File: src/inc/atc_pkg.sv
// shared constants, state type and bus-lane helpers for the terminal core
package atc_pkg;
  localparam int unsigned WORD_W = 32;
  localparam int unsigned HALF_W = 16;
  localparam int unsigned FIFO_DEPTH = 32;
  localparam int unsigned LABEL_N = 16;
  localparam int unsigned LABEL_W = 8;
  localparam int unsigned PAR_BIT = 31;
  localparam int unsigned DEC_LSB = 8;
  localparam int unsigned LAST_BIT = 31;
  // register byte addresses
  localparam logic [7:0] A_CTRL = 8'h00;
  localparam logic [7:0] A_STATUS = 8'h04;
  localparam logic [7:0] A_TX_LO = 8'h08;
  localparam logic [7:0] A_TX_HI = 8'h0C;
  localparam logic [7:0] A_RX1_LO = 8'h10;
  localparam logic [7:0] A_MODE = 8'h20;
  localparam logic [7:0] CH_STRIDE = 8'h08;
  localparam logic [7:0] HALF_STEP = 8'h04;
  localparam logic [2:0] HSIZE_WORD = 3'h2;
  localparam logic [15:0] CTRL_RST = 16'h0020;
  // control bit positions
  localparam int unsigned CB_LBL = 1;
  localparam int unsigned CB_M1 = 2;
  localparam int unsigned CB_PAR = 4;
  localparam int unsigned CB_LOOP_N = 5;
  localparam int unsigned CB_D1 = 6;
  localparam int unsigned CB_DSTEP = 3;
  localparam int unsigned CB_SENSE = 12;
  localparam int unsigned CB_RATE = 13;
  localparam int unsigned CB_ORDER = 15;
  localparam int unsigned SB_N = 9;
  // pin order: test, tx enable, master reset
  localparam logic [2:0] PIN_RST = 3'h1;
  // master clock derived from the 10 MHz reference
  localparam int unsigned MCLK_PERIOD_NS = 1000;
  localparam int unsigned REF_PERIOD_NS = 100;
  localparam int unsigned MCLK_DIV = MCLK_PERIOD_NS / REF_PERIOD_NS;
  localparam int unsigned DIV_W = 4;
  localparam logic [DIV_W-1:0] DIV_LAST = DIV_W'(MCLK_DIV - 1);
  // line timing in master clocks
  localparam int unsigned HS_HALF_CLK = 5;
  localparam int unsigned HS_GAP_CLK = 40;
  localparam int unsigned LS_HALF_CLK = 40;
  localparam int unsigned LS_GAP_CLK = 320;
  localparam logic [8:0] HS_HALF_LD = 9'(HS_HALF_CLK - 1);
  localparam logic [8:0] LS_HALF_LD = 9'(LS_HALF_CLK - 1);
  // gap state is followed by one idle tick before the next word
  localparam logic [8:0] HS_GAP_LD = 9'(HS_GAP_CLK - 2);
  localparam logic [8:0] LS_GAP_LD = 9'(LS_GAP_CLK - 2);
  typedef enum logic [1:0] {
    TX_IDLE = 2'h0, TX_DATA = 2'h1, TX_NULL = 2'h3, TX_GAP = 2'h2
  } atc_tx_state_t;
  function automatic logic [HALF_W-1:0] to_bus(input logic [WORD_W-1:0] w,
                                                input logic order, input logic hi);
    if (order) return hi ? w[31:16] : w[15:0];
    return hi ? w[28:13] : {w[12:8], w[30:29], w[31], w[7:0]};
  endfunction
  function automatic logic [WORD_W-1:0] from_bus(input logic [HALF_W-1:0] lo,
                                                  input logic [HALF_W-1:0] hi, input logic order);
    if (order) return {hi, lo};
    return {lo[8], lo[10:9], hi, lo[15:11], lo[7:0]};
  endfunction
endpackage

File: src/inc/atc_rx_if.sv
// link between the core and one receive channel
interface atc_rx_if;
  logic clear;
  logic suspend;
  logic match_on;
  logic dec_on;
  logic [1:0] dec_bits;
  logic in_valid;
  logic [atc_pkg::WORD_W-1:0] in_word;
  logic pop;
  logic lbl_restart;
  logic lbl_wr;
  logic lbl_rd;
  logic [atc_pkg::LABEL_W-1:0] lbl_data;
  logic [atc_pkg::WORD_W-1:0] head;
  logic [atc_pkg::LABEL_W-1:0] lbl_out;
  logic rdy;
  logic half;
  logic full;
  logic accepted;
  modport core (
    output clear, suspend, match_on, dec_on, dec_bits, in_valid, in_word, pop,
    output lbl_restart, lbl_wr, lbl_rd, lbl_data,
    input head, lbl_out, rdy, half, full, accepted
  );
  modport chan (
    input clear, suspend, match_on, dec_on, dec_bits, in_valid, in_word, pop,
    input lbl_restart, lbl_wr, lbl_rd, lbl_data,
    output head, lbl_out, rdy, half, full, accepted
  );
endinterface

File: src/logic/atc_rx_chan.sv
// one receive channel: label memory, word filter and word fifo
module atc_rx_chan #(
  parameter int unsigned DEPTH = atc_pkg::FIFO_DEPTH,
  parameter int unsigned LABELS = atc_pkg::LABEL_N
) (
  // clock and reset
  input wire logic clk,
  input wire logic rst_n,
  // core side
  atc_rx_if.chan bus
);
  localparam int unsigned PW = $clog2(DEPTH);
  localparam int unsigned CW = $clog2(DEPTH + 1);
  localparam int unsigned LW = $clog2(LABELS + 1);
  logic [atc_pkg::WORD_W-1:0] mem [DEPTH];
  logic [PW-1:0] wp_q, rp_q, last;
  logic [CW-1:0] cnt_q;
  logic [atc_pkg::LABEL_W-1:0] lbl_q [LABELS];
  logic [LW-1:0] lwi_q, lri_q;
  logic [LABELS-1:0] hit;
  logic dec_ok, keep, over, lwr;

  for (genvar i = 0; i < LABELS; i++) begin : g_hit
    assign hit[i] = lbl_q[i] == bus.in_word[atc_pkg::LABEL_W-1:0];
  end
  assign dec_ok = bus.in_word[atc_pkg::DEC_LSB +: 2] == bus.dec_bits;
  assign keep = bus.in_valid && !bus.suspend && !bus.clear
      && (!bus.match_on || |hit) && (!bus.dec_on || dec_ok);
  assign bus.full = cnt_q == CW'(DEPTH);
  assign bus.half = cnt_q >= CW'(DEPTH / 2);
  assign bus.rdy = cnt_q != CW'(0);
  assign over = keep && bus.full && !bus.pop;
  assign last = wp_q - PW'(1);
  assign bus.head = mem[rp_q];
  assign bus.accepted = keep;

  // full fifo: newest word replaced in place
  always_ff @(posedge clk) begin
    if (keep) begin
      mem[over ? last : wp_q] <= {~^bus.in_word, bus.in_word[atc_pkg::PAR_BIT-1:0]};
    end
  end

  always_ff @(posedge clk or negedge rst_n) begin
    if (!rst_n) begin
      wp_q <= '0;
      rp_q <= '0;
      cnt_q <= '0;
    end else if (bus.clear) begin
      wp_q <= '0;
      rp_q <= '0;
      cnt_q <= '0;
    end else begin
      if (keep && !over) wp_q <= wp_q + PW'(1);
      if (bus.pop) rp_q <= rp_q + PW'(1);
      cnt_q <= cnt_q + CW'(keep && !over) - CW'(bus.pop);
    end
  end

  assign lwr = bus.lbl_wr && (lwi_q < LW'(LABELS));
  always_ff @(posedge clk or negedge rst_n) begin
    if (!rst_n) begin
      lwi_q <= '0;
      lri_q <= '0;
    end else if (bus.lbl_restart) begin
      lwi_q <= '0;
      lri_q <= '0;
    end else begin
      if (lwr) lwi_q <= lwi_q + LW'(1);
      if (bus.lbl_rd && lri_q < LW'(LABELS)) lri_q <= lri_q + LW'(1);
    end
  end

  always_ff @(posedge clk) begin
    if (lwr) lbl_q[lwi_q[LW-2:0]] <= bus.lbl_data;
  end
  assign bus.lbl_out = (lri_q < LW'(LABELS)) ? lbl_q[lri_q[LW-2:0]] : '0;
endmodule

File: src/logic/atc_core.sv
// terminal core top: ahb-lite registers, receive flags, transmit fifo and line timing

// Functional notes
// - ready low until fifo empty, halves read
// - word read as low then high half
// - receive fifo holds 32, full pin low
// - full fifo: new word overwrites last position
// - half pin low at sixteen or more
// - unmatched labels discarded, no ready raised
// - label zero normal; data bits 0-7 compared
// - label access rise: next sixteen writes load labels
// - reception suspended while labels are written
// - label access rise: next sixteen reads return labels
// - two half writes store one word
// - full transmit fifo ignores further loads
// - transmit half pin high below sixteen words
// - enable starts oldest word quickly on line
// - bit, null and gap lengths per rate
// - transmitter ready once all words sent
// - parity bit odd or even, or data
// - self test loops data; test forces null
// - rate select gives fast or slow rate
// - repeater copies read word into transmit fifo
// - master reset clears fifos, keeps control
// - label and decoder filter before fifo
// - stored bit 32 flags even parity
module atc_core #(
  parameter int unsigned TX_DEPTH = atc_pkg::FIFO_DEPTH
) (
  // clock and reset
  input wire logic ref_clk,
  input wire logic rstn,
  // ahb-lite slave
  input wire logic hsel,
  input wire logic [31:0] haddr,
  input wire logic [1:0] htrans,
  input wire logic hwrite,
  input wire logic [2:0] hsize,
  input wire logic [31:0] hwdata,
  input wire logic hready,
  output logic hreadyout,
  output logic hresp,
  output logic [31:0] hrdata,
  // device pins
  input wire logic master_reset_n,
  input wire logic tx_enable,
  input wire logic test_mode,
  // words from the receive bit checkers
  input wire logic rx1_word_valid,
  input wire logic [31:0] rx1_word,
  input wire logic rx2_word_valid,
  input wire logic [31:0] rx2_word,
  // flag pins
  output logic rx1_ready_n,
  output logic rx2_ready_n,
  output logic rx1_half_n,
  output logic rx2_half_n,
  output logic rx1_full_n,
  output logic rx2_full_n,
  output logic tx_full_n,
  output logic tx_half_n,
  output logic tx_ready,
  output logic word_complete_pulse,
  // line driver and loopback
  output logic line_out_a,
  output logic line_out_b,
  output logic line_slope_slow,
  output logic loop_rx1_a,
  output logic loop_rx1_b,
  output logic loop_rx2_a,
  output logic loop_rx2_b
);
  localparam int unsigned PW = $clog2(TX_DEPTH);
  localparam int unsigned CW = $clog2(TX_DEPTH + 1);
  localparam int unsigned PIN_N = 3;

  logic [1:0] rst_sync_q;
  logic rst_n;
  logic [PIN_N-1:0] pin_raw, pin_q;
  logic mr, ten, tst;
  logic [atc_pkg::DIV_W-1:0] div_q;
  logic mtick;
  logic [15:0] ctrl_q;
  logic repeat_q;
  logic ap, rd, wr, wr_pend_q;
  logic [7:0] a_now, addr_q;
  logic [31:0] rdata_d;
  logic [atc_pkg::SB_N-1:0] status;
  logic lbl_mode, lbl_rise;
  logic [15:0] tx_lo_q, push_hi;
  logic [31:0] push_word;
  logic cpu_lo_wr, cpu_push, rep_lo, rep_push, push, tx_go, tx_full;
  logic [31:0] tx_mem [TX_DEPTH];
  logic [PW-1:0] tx_wp_q, tx_rp_q;
  logic [CW-1:0] tx_cnt_q;
  atc_pkg::atc_tx_state_t st_q;
  logic [8:0] tcnt_q, half_ld, gap_ld;
  logic [4:0] bit_q;
  logic [31:0] sh_q;
  logic drv_a, drv_b, loop_on;

  // reset release
  always_ff @(posedge ref_clk or negedge rstn) begin
    if (!rstn) begin
      rst_sync_q <= 2'h0;
    end else begin
      rst_sync_q <= {rst_sync_q[0], 1'h1};
    end
  end
  assign rst_n = rst_sync_q[1];

  // pins: a level counts once the 2nd and 3rd stages agree
  assign pin_raw = {test_mode, tx_enable, master_reset_n};
  for (genvar p = 0; p < PIN_N; p++) begin : g_pin
    logic [2:0] s_q;
    logic f_q;
    always_ff @(posedge ref_clk or negedge rst_n) begin
      if (!rst_n) begin
        s_q <= atc_pkg::PIN_RST[p] ? 3'h7 : 3'h0;
        f_q <= atc_pkg::PIN_RST[p];
      end else begin
        s_q <= {s_q[1:0], pin_raw[p]};
        if (s_q[1] == s_q[2]) f_q <= s_q[2];
      end
    end
    assign pin_q[p] = f_q;
  end
  assign mr = !pin_q[0];
  assign ten = pin_q[1];
  assign tst = pin_q[2];

  // 1 MHz master clock enable
  always_ff @(posedge ref_clk or negedge rst_n) begin
    if (!rst_n) begin
      div_q <= '0;
    end else if (mtick) begin
      div_q <= '0;
    end else begin
      div_q <= div_q + atc_pkg::DIV_W'(1);
    end
  end
  assign mtick = div_q == atc_pkg::DIV_LAST;

  // bus slave: zero wait, reads answered from the address phase
  assign ap = hsel && htrans[1] && hready && (hsize == atc_pkg::HSIZE_WORD);
  assign a_now = {haddr[7:2], 2'h0};
  assign rd = ap && !hwrite;
  assign wr = wr_pend_q;
  assign hreadyout = 1'h1;
  assign hresp = 1'h0;
  always_ff @(posedge ref_clk or negedge rst_n) begin
    if (!rst_n) begin
      wr_pend_q <= 1'h0;
      addr_q <= 8'h00;
    end else begin
      wr_pend_q <= ap && hwrite;
      if (ap) addr_q <= a_now;
    end
  end

  // control survives master reset
  always_ff @(posedge ref_clk or negedge rst_n) begin
    if (!rst_n) begin
      ctrl_q <= atc_pkg::CTRL_RST;
      repeat_q <= 1'h0;
    end else if (wr) begin
      if (addr_q == atc_pkg::A_CTRL) ctrl_q <= hwdata[15:0];
      if (addr_q == atc_pkg::A_MODE) repeat_q <= hwdata[0];
    end
  end
  assign lbl_mode = ctrl_q[atc_pkg::CB_LBL];
  assign lbl_rise = wr && addr_q == atc_pkg::A_CTRL && hwdata[atc_pkg::CB_LBL] && !lbl_mode;

  // receive channels
  atc_rx_if rx_if [2] ();
  for (genvar g = 0; g < 2; g++) begin : g_ch
    localparam logic [7:0] LO_A = 8'(atc_pkg::A_RX1_LO + g * atc_pkg::CH_STRIDE);
    localparam logic [7:0] HI_A = 8'(LO_A + atc_pkg::HALF_STEP);
    localparam int unsigned DB = atc_pkg::CB_D1 + g * atc_pkg::CB_DSTEP;
    logic sel_lo, sel_hi, take_lo, take_hi, got_lo_q, got_hi_q;
    logic [15:0] lo_v, hi_v, rdat;
    assign sel_lo = rd && a_now == LO_A;
    assign sel_hi = rd && a_now == HI_A;
    assign take_lo = sel_lo && rx_if[g].rdy;
    // high-half reads fetch labels in access mode
    assign take_hi = sel_hi && rx_if[g].rdy && !lbl_mode;
    assign lo_v = atc_pkg::to_bus(rx_if[g].head, ctrl_q[atc_pkg::CB_ORDER], 1'h0);
    assign hi_v = atc_pkg::to_bus(rx_if[g].head, ctrl_q[atc_pkg::CB_ORDER], 1'h1);
    always_comb begin
      rdat = 16'h0000;
      if (sel_hi && lbl_mode) begin
        rdat = {8'h00, rx_if[g].lbl_out};
      end else if (take_lo) begin
        rdat = lo_v;
      end else if (take_hi) begin
        rdat = hi_v;
      end
    end
    // word leaves the fifo only after both halves
    assign rx_if[g].pop = (take_lo && got_hi_q) || (take_hi && got_lo_q);
    always_ff @(posedge ref_clk or negedge rst_n) begin
      if (!rst_n) begin
        got_lo_q <= 1'h0;
        got_hi_q <= 1'h0;
      end else if (mr || rx_if[g].pop) begin
        got_lo_q <= 1'h0;
        got_hi_q <= 1'h0;
      end else begin
        if (take_lo) got_lo_q <= 1'h1;
        if (take_hi) got_hi_q <= 1'h1;
      end
    end
    assign rx_if[g].clear = mr;
    assign rx_if[g].suspend = lbl_mode;
    assign rx_if[g].match_on = ctrl_q[atc_pkg::CB_M1 + g];
    assign rx_if[g].dec_on = ctrl_q[DB];
    assign rx_if[g].dec_bits = ctrl_q[DB + 1 +: 2];
    assign rx_if[g].in_valid = (g == 0) ? rx1_word_valid : rx2_word_valid;
    assign rx_if[g].in_word = (g == 0) ? rx1_word : rx2_word;
    assign rx_if[g].lbl_restart = lbl_rise;
    assign rx_if[g].lbl_rd = sel_hi && lbl_mode;
    // first-half writes feed channel 1, second-half writes channel 2
    assign rx_if[g].lbl_wr = wr && lbl_mode
        && addr_q == ((g == 0) ? atc_pkg::A_TX_LO : atc_pkg::A_TX_HI);
    assign rx_if[g].lbl_data = hwdata[atc_pkg::LABEL_W-1:0];
    atc_rx_chan u_chan (
      .clk(ref_clk),
      .rst_n(rst_n),
      .bus(rx_if[g])
    );
  end

  assign rx1_ready_n = !rx_if[0].rdy;
  assign rx2_ready_n = !rx_if[1].rdy;
  assign rx1_half_n = !rx_if[0].half;
  assign rx2_half_n = !rx_if[1].half;
  assign rx1_full_n = !rx_if[0].full;
  assign rx2_full_n = !rx_if[1].full;

  // transmit loading: cpu halves or repeater copy
  assign cpu_lo_wr = wr && addr_q == atc_pkg::A_TX_LO && !lbl_mode;
  assign cpu_push = wr && addr_q == atc_pkg::A_TX_HI && !lbl_mode;
  assign rep_lo = repeat_q && (g_ch[0].take_lo || g_ch[1].take_lo);
  assign rep_push = repeat_q && (g_ch[0].take_hi || g_ch[1].take_hi);
  assign push_hi = cpu_push ? hwdata[15:0] : (g_ch[0].take_hi ? g_ch[0].hi_v : g_ch[1].hi_v);
  always_ff @(posedge ref_clk or negedge rst_n) begin
    if (!rst_n) begin
      tx_lo_q <= 16'h0000;
    end else if (cpu_lo_wr) begin
      tx_lo_q <= hwdata[15:0];
    end else if (rep_lo) begin
      tx_lo_q <= g_ch[0].take_lo ? g_ch[0].lo_v : g_ch[1].lo_v;
    end
  end
  always_comb begin
    push_word = atc_pkg::from_bus(tx_lo_q, push_hi, ctrl_q[atc_pkg::CB_ORDER]);
    if (ctrl_q[atc_pkg::CB_PAR]) begin
      push_word[atc_pkg::PAR_BIT] = ctrl_q[atc_pkg::CB_SENSE]
          ? ^push_word[atc_pkg::PAR_BIT-1:0] : ~^push_word[atc_pkg::PAR_BIT-1:0];
    end
  end

  // transmit fifo
  assign tx_full = tx_cnt_q == CW'(TX_DEPTH);
  assign push = (cpu_push || rep_push) && !tx_full;
  assign tx_go = mtick && st_q == atc_pkg::TX_IDLE && ten && tx_cnt_q != CW'(0);
  always_ff @(posedge ref_clk) begin
    if (push) tx_mem[tx_wp_q] <= push_word;
  end
  always_ff @(posedge ref_clk or negedge rst_n) begin
    if (!rst_n) begin
      tx_wp_q <= '0;
      tx_rp_q <= '0;
      tx_cnt_q <= '0;
    end else if (mr) begin
      tx_wp_q <= '0;
      tx_rp_q <= '0;
      tx_cnt_q <= '0;
    end else begin
      if (push) tx_wp_q <= tx_wp_q + PW'(1);
      if (tx_go) tx_rp_q <= tx_rp_q + PW'(1);
      tx_cnt_q <= tx_cnt_q + CW'(push) - CW'(tx_go);
    end
  end
  assign tx_full_n = !tx_full;
  assign tx_half_n = tx_cnt_q < CW'(TX_DEPTH / 2);

  // line sequencer in master clock ticks
  assign half_ld = ctrl_q[atc_pkg::CB_RATE] ? atc_pkg::LS_HALF_LD : atc_pkg::HS_HALF_LD;
  assign gap_ld = ctrl_q[atc_pkg::CB_RATE] ? atc_pkg::LS_GAP_LD : atc_pkg::HS_GAP_LD;
  always_ff @(posedge ref_clk or negedge rst_n) begin
    if (!rst_n) begin
      st_q <= atc_pkg::TX_IDLE;
      tcnt_q <= 9'h000;
      bit_q <= 5'h00;
      sh_q <= 32'h0000_0000;
    end else if (mr) begin
      st_q <= atc_pkg::TX_IDLE;
      tcnt_q <= 9'h000;
      bit_q <= 5'h00;
    end else if (mtick) begin
      unique case (st_q)
        atc_pkg::TX_IDLE: begin
          if (tx_go) begin
            st_q <= atc_pkg::TX_DATA;
            sh_q <= tx_mem[tx_rp_q];
            tcnt_q <= half_ld;
            bit_q <= 5'h00;
          end
        end
        atc_pkg::TX_DATA: begin
          if (tcnt_q == 9'h000) begin
            st_q <= atc_pkg::TX_NULL;
            tcnt_q <= half_ld;
          end else begin
            tcnt_q <= tcnt_q - 9'h001;
          end
        end
        atc_pkg::TX_NULL: begin
          if (tcnt_q != 9'h000) begin
            tcnt_q <= tcnt_q - 9'h001;
          end else if (bit_q == 5'(atc_pkg::LAST_BIT)) begin
            st_q <= atc_pkg::TX_GAP;
            tcnt_q <= gap_ld;
          end else begin
            st_q <= atc_pkg::TX_DATA;
            bit_q <= bit_q + 5'h01;
            sh_q <= sh_q >> 1;
            tcnt_q <= half_ld;
          end
        end
        atc_pkg::TX_GAP: begin
          if (tcnt_q == 9'h000) begin
            st_q <= atc_pkg::TX_IDLE;
          end else begin
            tcnt_q <= tcnt_q - 9'h001;
          end
        end
      endcase
    end
  end

  // line and loopback levels; null is both low
  assign drv_a = st_q == atc_pkg::TX_DATA && sh_q[0];
  assign drv_b = st_q == atc_pkg::TX_DATA && !sh_q[0];
  assign loop_on = !ctrl_q[atc_pkg::CB_LOOP_N];
  always_ff @(posedge ref_clk or negedge rst_n) begin
    if (!rst_n) begin
      line_out_a <= 1'h0;
      line_out_b <= 1'h0;
      loop_rx1_a <= 1'h0;
      loop_rx1_b <= 1'h0;
      loop_rx2_a <= 1'h0;
      loop_rx2_b <= 1'h0;
    end else begin
      // test pin nulls the line outputs only; loopback outputs still follow the data
      line_out_a <= drv_a && !tst;
      line_out_b <= drv_b && !tst;
      loop_rx1_a <= loop_on && drv_a;
      loop_rx1_b <= loop_on && drv_b;
      loop_rx2_a <= loop_on && drv_b;
      loop_rx2_b <= loop_on && drv_a;
    end
  end

  always_ff @(posedge ref_clk or negedge rst_n) begin
    if (!rst_n) begin
      tx_ready <= 1'h1;
      word_complete_pulse <= 1'h0;
      line_slope_slow <= 1'h0;
    end else begin
      tx_ready <= tx_cnt_q == CW'(0) && st_q == atc_pkg::TX_IDLE;
      word_complete_pulse <= rx_if[0].accepted || rx_if[1].accepted;
      line_slope_slow <= ctrl_q[atc_pkg::CB_RATE];
    end
  end

  // read data
  assign status = {!tx_half_n, tx_full, tx_cnt_q == CW'(0),
                   rx_if[1].full, rx_if[1].half, rx_if[1].rdy,
                   rx_if[0].full, rx_if[0].half, rx_if[0].rdy};
  always_comb begin
    rdata_d = 32'h0000_0000;
    case (a_now)
      atc_pkg::A_CTRL: rdata_d[15:0] = ctrl_q;
      atc_pkg::A_STATUS: rdata_d[atc_pkg::SB_N-1:0] = status;
      atc_pkg::A_MODE: rdata_d[0] = repeat_q;
      default: rdata_d[15:0] = g_ch[0].rdat | g_ch[1].rdat;
    endcase
  end
  always_ff @(posedge ref_clk or negedge rst_n) begin
    if (!rst_n) begin
      hrdata <= 32'h0000_0000;
    end else if (rd) begin
      hrdata <= rdata_d;
    end
  end
endmodule

File: config.mk
export PLATFORM = sky130hd
export DESIGN_NAME = atc_core
export DESIGN_NICKNAME = d
export VERILOG_FILES = /design/src/inc/atc_pkg.sv /design/src/inc/atc_rx_if.sv /design/src/logic/atc_rx_chan.sv /design/src/logic/atc_core.sv
export SDC_FILE = /design/constraint.sdc
export NUM_CORES = 2
export LEC_CHECK = 0
export BUFFER_PORTS_ARGS = -buffer_cell sky130_fd_sc_hd__buf_2
export CAP_MARGIN = 20
export CORE_MARGIN = 2
export CORE_UTILIZATION = 29
export CTS_CLUSTER_SIZE = 12
export DETAILED_ROUTE_END_ITERATION = 10
export PLACE_DENSITY_LB_ADDON = 0.25
export SETUP_SLACK_MARGIN = 0.02
export SLEW_MARGIN = 20
export SYNTH_ARGS = -nofsm -noshare
export SYNTH_HDL_FRONTEND = slang
export SYNTH_SLANG_ARGS = --single-unit
File: constraint.sdc
create_clock -name ref_clk -period 18.7 [get_ports ref_clk]
set_input_delay 1.87 -clock ref_clk [delete_from_list [all_inputs] [get_ports ref_clk]]
set_output_delay 1.87 -clock ref_clk [all_outputs]
set_load 0.03 [all_outputs]
Word level (Yosys, flattened, before mapping)
Memory sizes are Yosys's and may differ from the RTL's.
Cells that the tools add are included.
{"block": "totals", "latchBits": 0, "mem_bits_ro": 0, "ramBits": 3328, "in_bits": 143, "n_memories": 5, "ff_bits": 201, "output_inout_bits": 51}
{"name": "g_ch[0].u_chan.mem", "depth": 32, "width": 32, "rd": 1, "rd_ports_with_merged_regs": 0, "write_ports": 1, "line": "atc_rx_chan.sv:15", "source": "logic [atc_pkg::WORD_W-1:0] mem [DEPTH];"}
{"name": "g_ch[1].u_chan.mem", "depth": 32, "width": 32, "rd": 1, "rd_ports_with_merged_regs": 0, "write_ports": 1, "line": "atc_rx_chan.sv:15"}
{"name": "tx_mem", "depth": 32, "width": 32, "rd": 1, "rd_ports_with_merged_regs": 0, "write_ports": 1, "line": "atc_core.sv:93", "source": "logic [31:0] tx_mem [TX_DEPTH];"}
{"name": "g_ch[0].u_chan.lbl_q", "depth": 16, "width": 8, "rd": 17, "rd_ports_with_merged_regs": 0, "write_ports": 1, "line": "atc_rx_chan.sv:18", "source": "logic [atc_pkg::LABEL_W-1:0] lbl_q [LABELS];"}
{"name": "g_ch[1].u_chan.lbl_q", "depth": 16, "width": 8, "rd": 17, "rd_ports_with_merged_regs": 0, "write_ports": 1, "line": "atc_rx_chan.sv:18"}
{"block": "classes", "eq_ne": 72, "n_mul": 0, "order_cmp": 7, "mux": 101, "n_addsub": 21, "n_div": 0, "n_bitwise": 1, "reduce_logical": 128, "shifts": 0}
{"cell": "$mux W16", "count": 19}
{"cell": "$eq A8 B8 Y1", "count": 32}
{"cell": "$mux W32", "count": 5}
{"cell": "$mux W5", "count": 27}
{"cell": "$mux W9", "count": 8}
{"cell": "$pmux W32 S2", "count": 1}
{"cell": "$reduce_xnor A32 Y1", "count": 2}
{"cell": "$logic_and A1 B1 Y1", "count": 62}
{"cell": "$add A5 B1 Y5 const B", "count": 11}
{"cell": "$pmux W9 S4", "count": 1}
{"cell": "$reduce_or A16 Y1", "count": 2}
{"cell": "$reduce_xnor A31 Y1", "count": 1}
{"cell": "$reduce_xor A31 Y1", "count": 1}
{"cell": "$eq A6 B3 Y1 const B", "count": 4}
{"cell": "$mux W6", "count": 4}
{"cell": "$pmux W8 S3", "count": 1}
{"cell": "$logic_not A1 Y1", "count": 22}
{"cell": "$mux W1", "count": 21}
{"cell": "$lt A5 B5 Y1 const B", "count": 4}
{"cell": "$reduce_bool A2 Y1", "count": 10}
{"cell": "$add A6 B1 Y6", "count": 3}
{"cell": "$eq A6 B6 Y1 const B", "count": 3}
{"cell": "$ne A3 B3 Y1 const B", "count": 6}
{"cell": "$reduce_bool A6 Y1", "count": 3}
{"cell": "38 further kinds", "count": 77}

Logic depth before layout (Yosys ltp)
{"block": "logic_depth", "depth_word": 16, "ltp_mapped": 19, "depth_no_buf": 17}

Modules after synthesis
A second synthesis with hierarchy kept.
{"block": "hier_totals", "hier_cells": 6749, "area_unflattened_um2": 143102.2}
{"mod": "atc_core", "cells_per_inst": 2512, "area_each_um2": 48074.9, "n_inst": 1}
{"mod": "atc_rx_chan at g_ch[0].u_chan", "cells_per_inst": 2122, "area_each_um2": 47565.6, "n_inst": 1}
{"mod": "atc_rx_chan at g_ch[1].u_chan", "cells_per_inst": 2115, "area_each_um2": 47461.8, "n_inst": 1}

Worst setup path after synthesis
OpenSTA, ideal clock, no wires.
{"block": "synth_path", "kind": "input-to-reg", "startpoint": "input port haddr[5]", "endpoint": "memory g_ch[0].u_chan.mem[16][0] (netlist bit), enable pin", "stages": 12, "path_slack_ns": 11.792, "setup_ns": 0.461, "arrival_ns": 6.447, "path_buffers": 3, "path_cell_list": "buf_2 > nor4b_2 > nand4_1 > nor4_1 > buf_2 > buf_2 > a22o_1 > nor2_1 > xnor2_1 > a311oi_1 > nand2_1 > nor3_1"}
{"block": "synth_between", "elab_chain_len": 9, "word_cells_on_any_way": 13, "classes_between": "eq/ne: 2; mux: 1; reduce/logical: 10"}
{"element": "start, declared", "line": "atc_core.sv:35", "source": "input wire logic [31:0] haddr,"}
{"element": "$eq A6 B3 Y1", "line": "atc_core.sv:183", "source": "assign sel_hi = rd && a_now == HI_A;"}
{"element": "$logic_and A1 B1 Y1", "line": "atc_core.sv:183"}
{"element": "$logic_and A1 B1 Y1 (2 in series)", "line": "atc_core.sv:186", "source": "assign take_hi = sel_hi && rx_if[g].rdy && !lbl_mode;"}
{"element": "$logic_and A1 B1 Y1", "line": "atc_core.sv:200", "source": "assign rx_if[g].pop = (take_lo && got_hi_q) || (take_hi && got_lo_q);"}
{"element": "$logic_or A1 B1 Y1 *", "line": "atc_core.sv:200"}
{"element": "$logic_not A1 Y1 *", "line": "atc_rx_chan.sv:32", "source": "assign over = keep && bus.full && !bus.pop;"}
{"element": "$logic_and A1 B1 Y1 *", "line": "atc_rx_chan.sv:32"}
{"element": "$mux W5 *", "line": "atc_rx_chan.sv:40", "source": "mem[over ? last : wp_q] <= {~^bus.in_word, bus.in_word[atc_pkg::PAR_BIT-1:0]};"}
{"element": "end, declared", "line": "atc_rx_chan.sv:15"}
Every way passes the cells marked *; elsewhere a longest branch is shown, timed or not.

Worst setup path after layout
{"block": "layout_path", "startpoint": "register g_ch[0].u_chan.rp_q[1]", "endpoint": "memory tx_mem[13][31] (data pin)"}
{"block": "layout_between", "elab_chain_len": 10, "word_cells_on_any_way": 11, "classes_between": "mux: 8; reduce/logical: 2; memory: 1"}
{"element": "start, declared", "line": "atc_rx_chan.sv:16", "source": "logic [PW-1:0] wp_q, rp_q, last;"}
{"element": "start signal, assigned", "line": "atc_rx_chan.sv:55", "source": "if (bus.pop) rp_q <= rp_q + PW'(1);"}
{"element": "$mem_v2 Z32 W32 *"}
{"element": "$mux W16", "line": "atc_pkg.sv:56", "source": "if (order) return hi ? w[31:16] : w[15:0];"}
{"element": "$mux W16 *", "line": "atc_pkg.sv:57", "source": "return hi ? w[28:13] : {w[12:8], w[30:29], w[31], w[7:0]};"}
{"element": "$mux W16 * (2 in series)", "line": "atc_core.sv:245", "source": "assign push_hi = cpu_push ? hwdata[15:0] : (g_ch[0].take_hi ? g_ch[0].hi_v : g_ch[1].hi_v);"}
{"element": "$mux W32", "line": "atc_pkg.sv:61", "source": "if (order) return {hi, lo};"}
{"element": "$mux W32 *", "line": "atc_pkg.sv:62", "source": "return {lo[8], lo[10:9], hi, lo[15:11], lo[7:0]};"}
{"element": "via push_word[17]", "line": "atc_core.sv:91", "source": "logic [31:0] push_word;"}
{"element": "$reduce_xnor A31 Y1 / $reduce_xor A31 Y1 (equally long branches)", "line": "atc_core.sv:259", "source": "? ^push_word[atc_pkg::PAR_BIT-1:0] : ~^push_word[atc_pkg::PAR_BIT-1:0];"}
{"element": "$mux W1 *", "line": "atc_core.sv:259"}
{"element": "$mux W1 *", "line": "atc_core.sv:257", "source": "if (ctrl_q[atc_pkg::CB_PAR]) begin"}
{"element": "via push_word[31]", "line": "atc_core.sv:91"}
{"element": "end, declared", "line": "atc_core.sv:93"}
Mark *: on every way through the listed nets, which the timed path passes. The rest lies on a longest branch. The select of a mux whose other input is x is not followed.

==> metrics <==
Routed Antenna Nets 0; DPL Wire Length between 200000 and 250000 µm; Chip Width between 700 and 800 µm; share of layout cells above drive strength 1 0.263; Tot Pwr between 15 and 20 mW; Synth Flop Type edfxtp_1; # DRC 0; R2R Setup Slk 11.01 ns; Setup WS post-layout about 11 ns; Seq cells post-synth between 3000 and 4000; H-tree depth 5; Post-Syn Area per Cell 20.0 µm²; Hold Startpoint g_pin[1].s_q[0]; total routing usage reported by global routing 0.158; Port-buffer cells about 130; vias in the first global route roughly 73000; critical path endpoint category register; Layout Nets 7708; CP Class reg -> reg; Max VDD drop 0.118 mV; Synth Area in XOR/XNOR 0.0254; P per Cell Area 104 nW/µm²; area grow syn2layout 14.9%; simple-gate share of the synthesized area 0.0307; Tmin final about 7.7 ns; worst skew pair latency 1.01 ns; Post-Syn Area approximately 140000 µm²; floorplan core area 490000 µm²; multiplexer area fraction after synthesis 0.163; Vias/cell 4.99; post-synthesis cell type count 93; cell count after synthesis ~7000; antenna violations before repair 29; Site Rows 257; setup TNS 0 ns; clock sinks about 3500; Achievable Freq between 0.1 and 0.15 GHz; Slew Viols, Final 0; Synth Area in Adders 0.00536; unrepaired setup endpoints after global routing no; Die Ht 706 µm; Leak around 51 nW; final period utilization 0.411; fraction of registers with async set/reset 0.0570; Tightest Hold Check Type reg -> reg; WP data arrival 8.36 ns; TritonRoute pass-1 iters 6; largest net degree at the start of global routing approximately 120; pre-CTS WS roughly 11 ns; Compound-Gate Fraction of Synth Area 0.0244; global route overflow 0; placer congestion estimate 0.829; Worst Tran Pin Value 1.27 ns; r2r startpoint g_ch[0].u_chan.rp_q[1]; hold-critical path depth 0; number of flops mapped to enable cells by yosys ~3300; worst hold endpoint g_pin[1].s_q[1]; CTS tree built; DIE AREA 499000 µm²; Critical Path Source Type register; # resized after CTS 0; drt wl/cell 28.2 µm; reg-to-reg endpoint tx_mem[13][31]; clk_skew between 0.1 and 0.15 ns; Synth warnings 0; sequential-to-total area share from yosys stat 0.734; first-pass GRT wire length roughly 570000 µm; max_slew headroom 0.131; setup bufs post-CTS 0; clock root buffer clkbuf_16; Num CTS Buffers approximately 380; io pins between 150 and 200; CTS Hold Bufs 0; area post-placement around 150000 µm²; largest family of logic cells by synthesized area multiplexers; Post-Route WL around 400000 µm; Fin. Hold Viols 0; Initial Util 0.292; routed via count approximately 71000; Longest Clk Path Bufs 4; hold_ws around 0.35 ns; status finished, final reports clean; fin area approximately 160000 µm²; DR iter-0 viols roughly 6700; Critical Path Fanout Max 62; Max-cap violations 0; clk slew on worst S/H paths 0.06 ns; setup violation total in the final timing report 0; Req. time, crit path roughly 19 ns; FF-to-FF path depth 15
cells in the final DEF, fill, tap and decap left out, types with 21 or more instances in the layout:
cell type / netlist / layout
o22ai_1: 39 / 38
nor3_1: 49 / 26
nand4_1: 47 / 47
clkbuf_16: 0 / 387
clkbuf_1: 182 / 112
clkinv_2: 0 / 53
clkinv_1: 3 / 92
o21ai_1: 26 / 25
xnor2_1: 193 / 190
dfrtp_1: 195 / 171
nor2_1: 268 / 188
mux4_2: 910 / 910
nor4_1: 56 / 48
nor3_2: 1 / 23
a31oi_1: 24 / 24
inv_1: 69 / 64
xor2_1: 200 / 200
a221oi_1: 27 / 27
o211ai_1: 23 / 23
buf_4: 57 / 237
a21oi_1: 82 / 81
nand2_1: 334 / 333
edfxtp_1: 3328 / 3328
nor2b_1: 28 / 28
and2_1: 31 / 31
nand3_1: 35 / 34
ha_1: 54 / 54
a211oi_1: 21 / 21
o21ai_0: 147 / 140
mux2_2: 69 / 69
buf_2: 70 / 133
mux2i_1: 202 / 199
nor2_4: 0 / 80
worst max-delay path, stage by stage, from the launching register on:
cell and delay (ns):
dfrtp_4 0.76, buf_4 0.69, buf_4 0.68, buf_4 0.88
mux4_2 0.61, mux4_2 0.46, mux2i_1 0.99, a21oi_1 0.16
nand2_1 0.14, o21ai_2 0.06, buf_4 0.25, xor2_1 0.21
xnor3_1 0.42, xnor3_1 0.30, mux2i_2 0.20, buf_4 0.37
through the flow:
step | utilization | std cells
4_1_cts | 0.335 | 14295
3_3_place_gp | 0.311 | 13590
3_5_place_dp | 0.311 | 13597
2_1_floorplan | - | 7152
6_report | 0.335 | 14305
5_1_grt | 0.335 | 14298
cell families after synthesis:
family | count (synthesis)
flops | 3529
mux | 1181
simple gates | 945
compound gates | 533
buf+inv | 484
xor+xnor | 401
fa+ha+maj | 60
other cells | 2
cell type report:
class / count / area, µm²
clock buffer: 510 / 10300
tap: 6475 / 8100
fill: 46073 / 326000
inverter: 74 / 280
multi-input combinational: 3139 / 36600
antenna: 10 / 25.0
timing repair buffer: 380 / 2640
clock inverter: 188 / 1390
sequential: 3529 / 105000
state kept, by name (all words and copies together) (netlist names), 9 cells and up:
| register | flops |
|---|---|
| g_pin.s_q | 9 |
| sh_q | 32 |
| g_ch.u_chan.mem | 2048 |
| g_ch.u_chan.lwi_q | 10 |
| g_ch.u_chan.lbl_q | 256 |
| tcnt_q | 9 |
| g_ch.u_chan.cnt_q | 12 |
| tx_lo_q | 16 |
| g_ch.u_chan.lri_q | 10 |
| hrdata | 16 |
| ctrl_q | 16 |
| g_ch.u_chan.rp_q | 10 |
| g_ch.u_chan.wp_q | 10 |
| tx_mem | 1024 |
metal layers:
layer | vias up | share of wire | global-route usage | routed length [µm]
met2 | 2116 | 0.50 | 0.269 | 200000
met4 | 20 | 0.029 | 0.0430 | 11600
met1 | 38821 | 0.42 | 0.211 | 169000
met3 | 562 | 0.055 | 0.0234 | 22200
li1 | 29890 | - | - | -
met5 | - | 0.00029 | 0 | 117
worst max-delay path by stage:
stage / endpoint / start / depth (start not counted) / slack [ns]
global placement: tx_mem[24][31] / g_ch[0].u_chan.rp_q[1] / 15 / 11.16
finish: tx_mem[13][31] / g_ch[0].u_chan.rp_q[1] / 15 / 11.01
CTS: tx_mem[1][31] / g_ch[0].u_chan.rp_q[1] / 15 / 11.07
global route: tx_mem[12][31] / g_ch[0].u_chan.rp_q[1] / 16 / 10.89
floorplan: g_ch[0].u_chan.mem[16][0] / haddr[5] / 12 / 11.79
detailed placement: tx_mem[24][31] / g_ch[0].u_chan.rp_q[1] / 15 / 11.17
synthesized netlist by cell type, types with 14 or more instances:
library cell,number,area (µm²)
a31oi_1,24,150
nand2_1,334,1250
xor2_1,200,1750
nand2b_1,20,125
nand3_1,35,175
buf_2,70,350
o21ai_0,147,736
nand4_1,47,294
and2_1,31,194
mux2i_1,202,2020
a221oi_1,27,236
dfrtp_1,195,4880
nor4_1,56,350
a22oi_1,21,158
mux4_2,910,20500
xnor2_1,193,1690
clkbuf_1,182,683
edfxtp_1,3328,99900
nor2_1,268,1010
o221ai_1,14,123
nor3_1,49,245
or3_1,14,87.6
mux2_2,69,777
buf_6,27,304
buf_1,66,248
a211oi_1,21,158
and3_1,14,87.6
inv_1,69,259
o21ai_1,26,130
buf_4,57,428
o211ai_1,23,173
o22ai_1,39,244
nor2b_1,28,175
ha_1,54,676
a21oi_1,82,410
report_power, final:
group | leakage (nW) | switching, mW | internal (mW) | total (mW)
Combinational | 12.1 | 0.770 | 0.297 | 1.07
Sequential | 32.8 | 0.0795 | 8.89 | 8.96
Clock | 5.67 | 3.14 | 3.96 | 7.10
Total | 50.6 | 3.99 | 13.1 | 17.1
No activity file was read; power rests on OpenSTA's default activity.
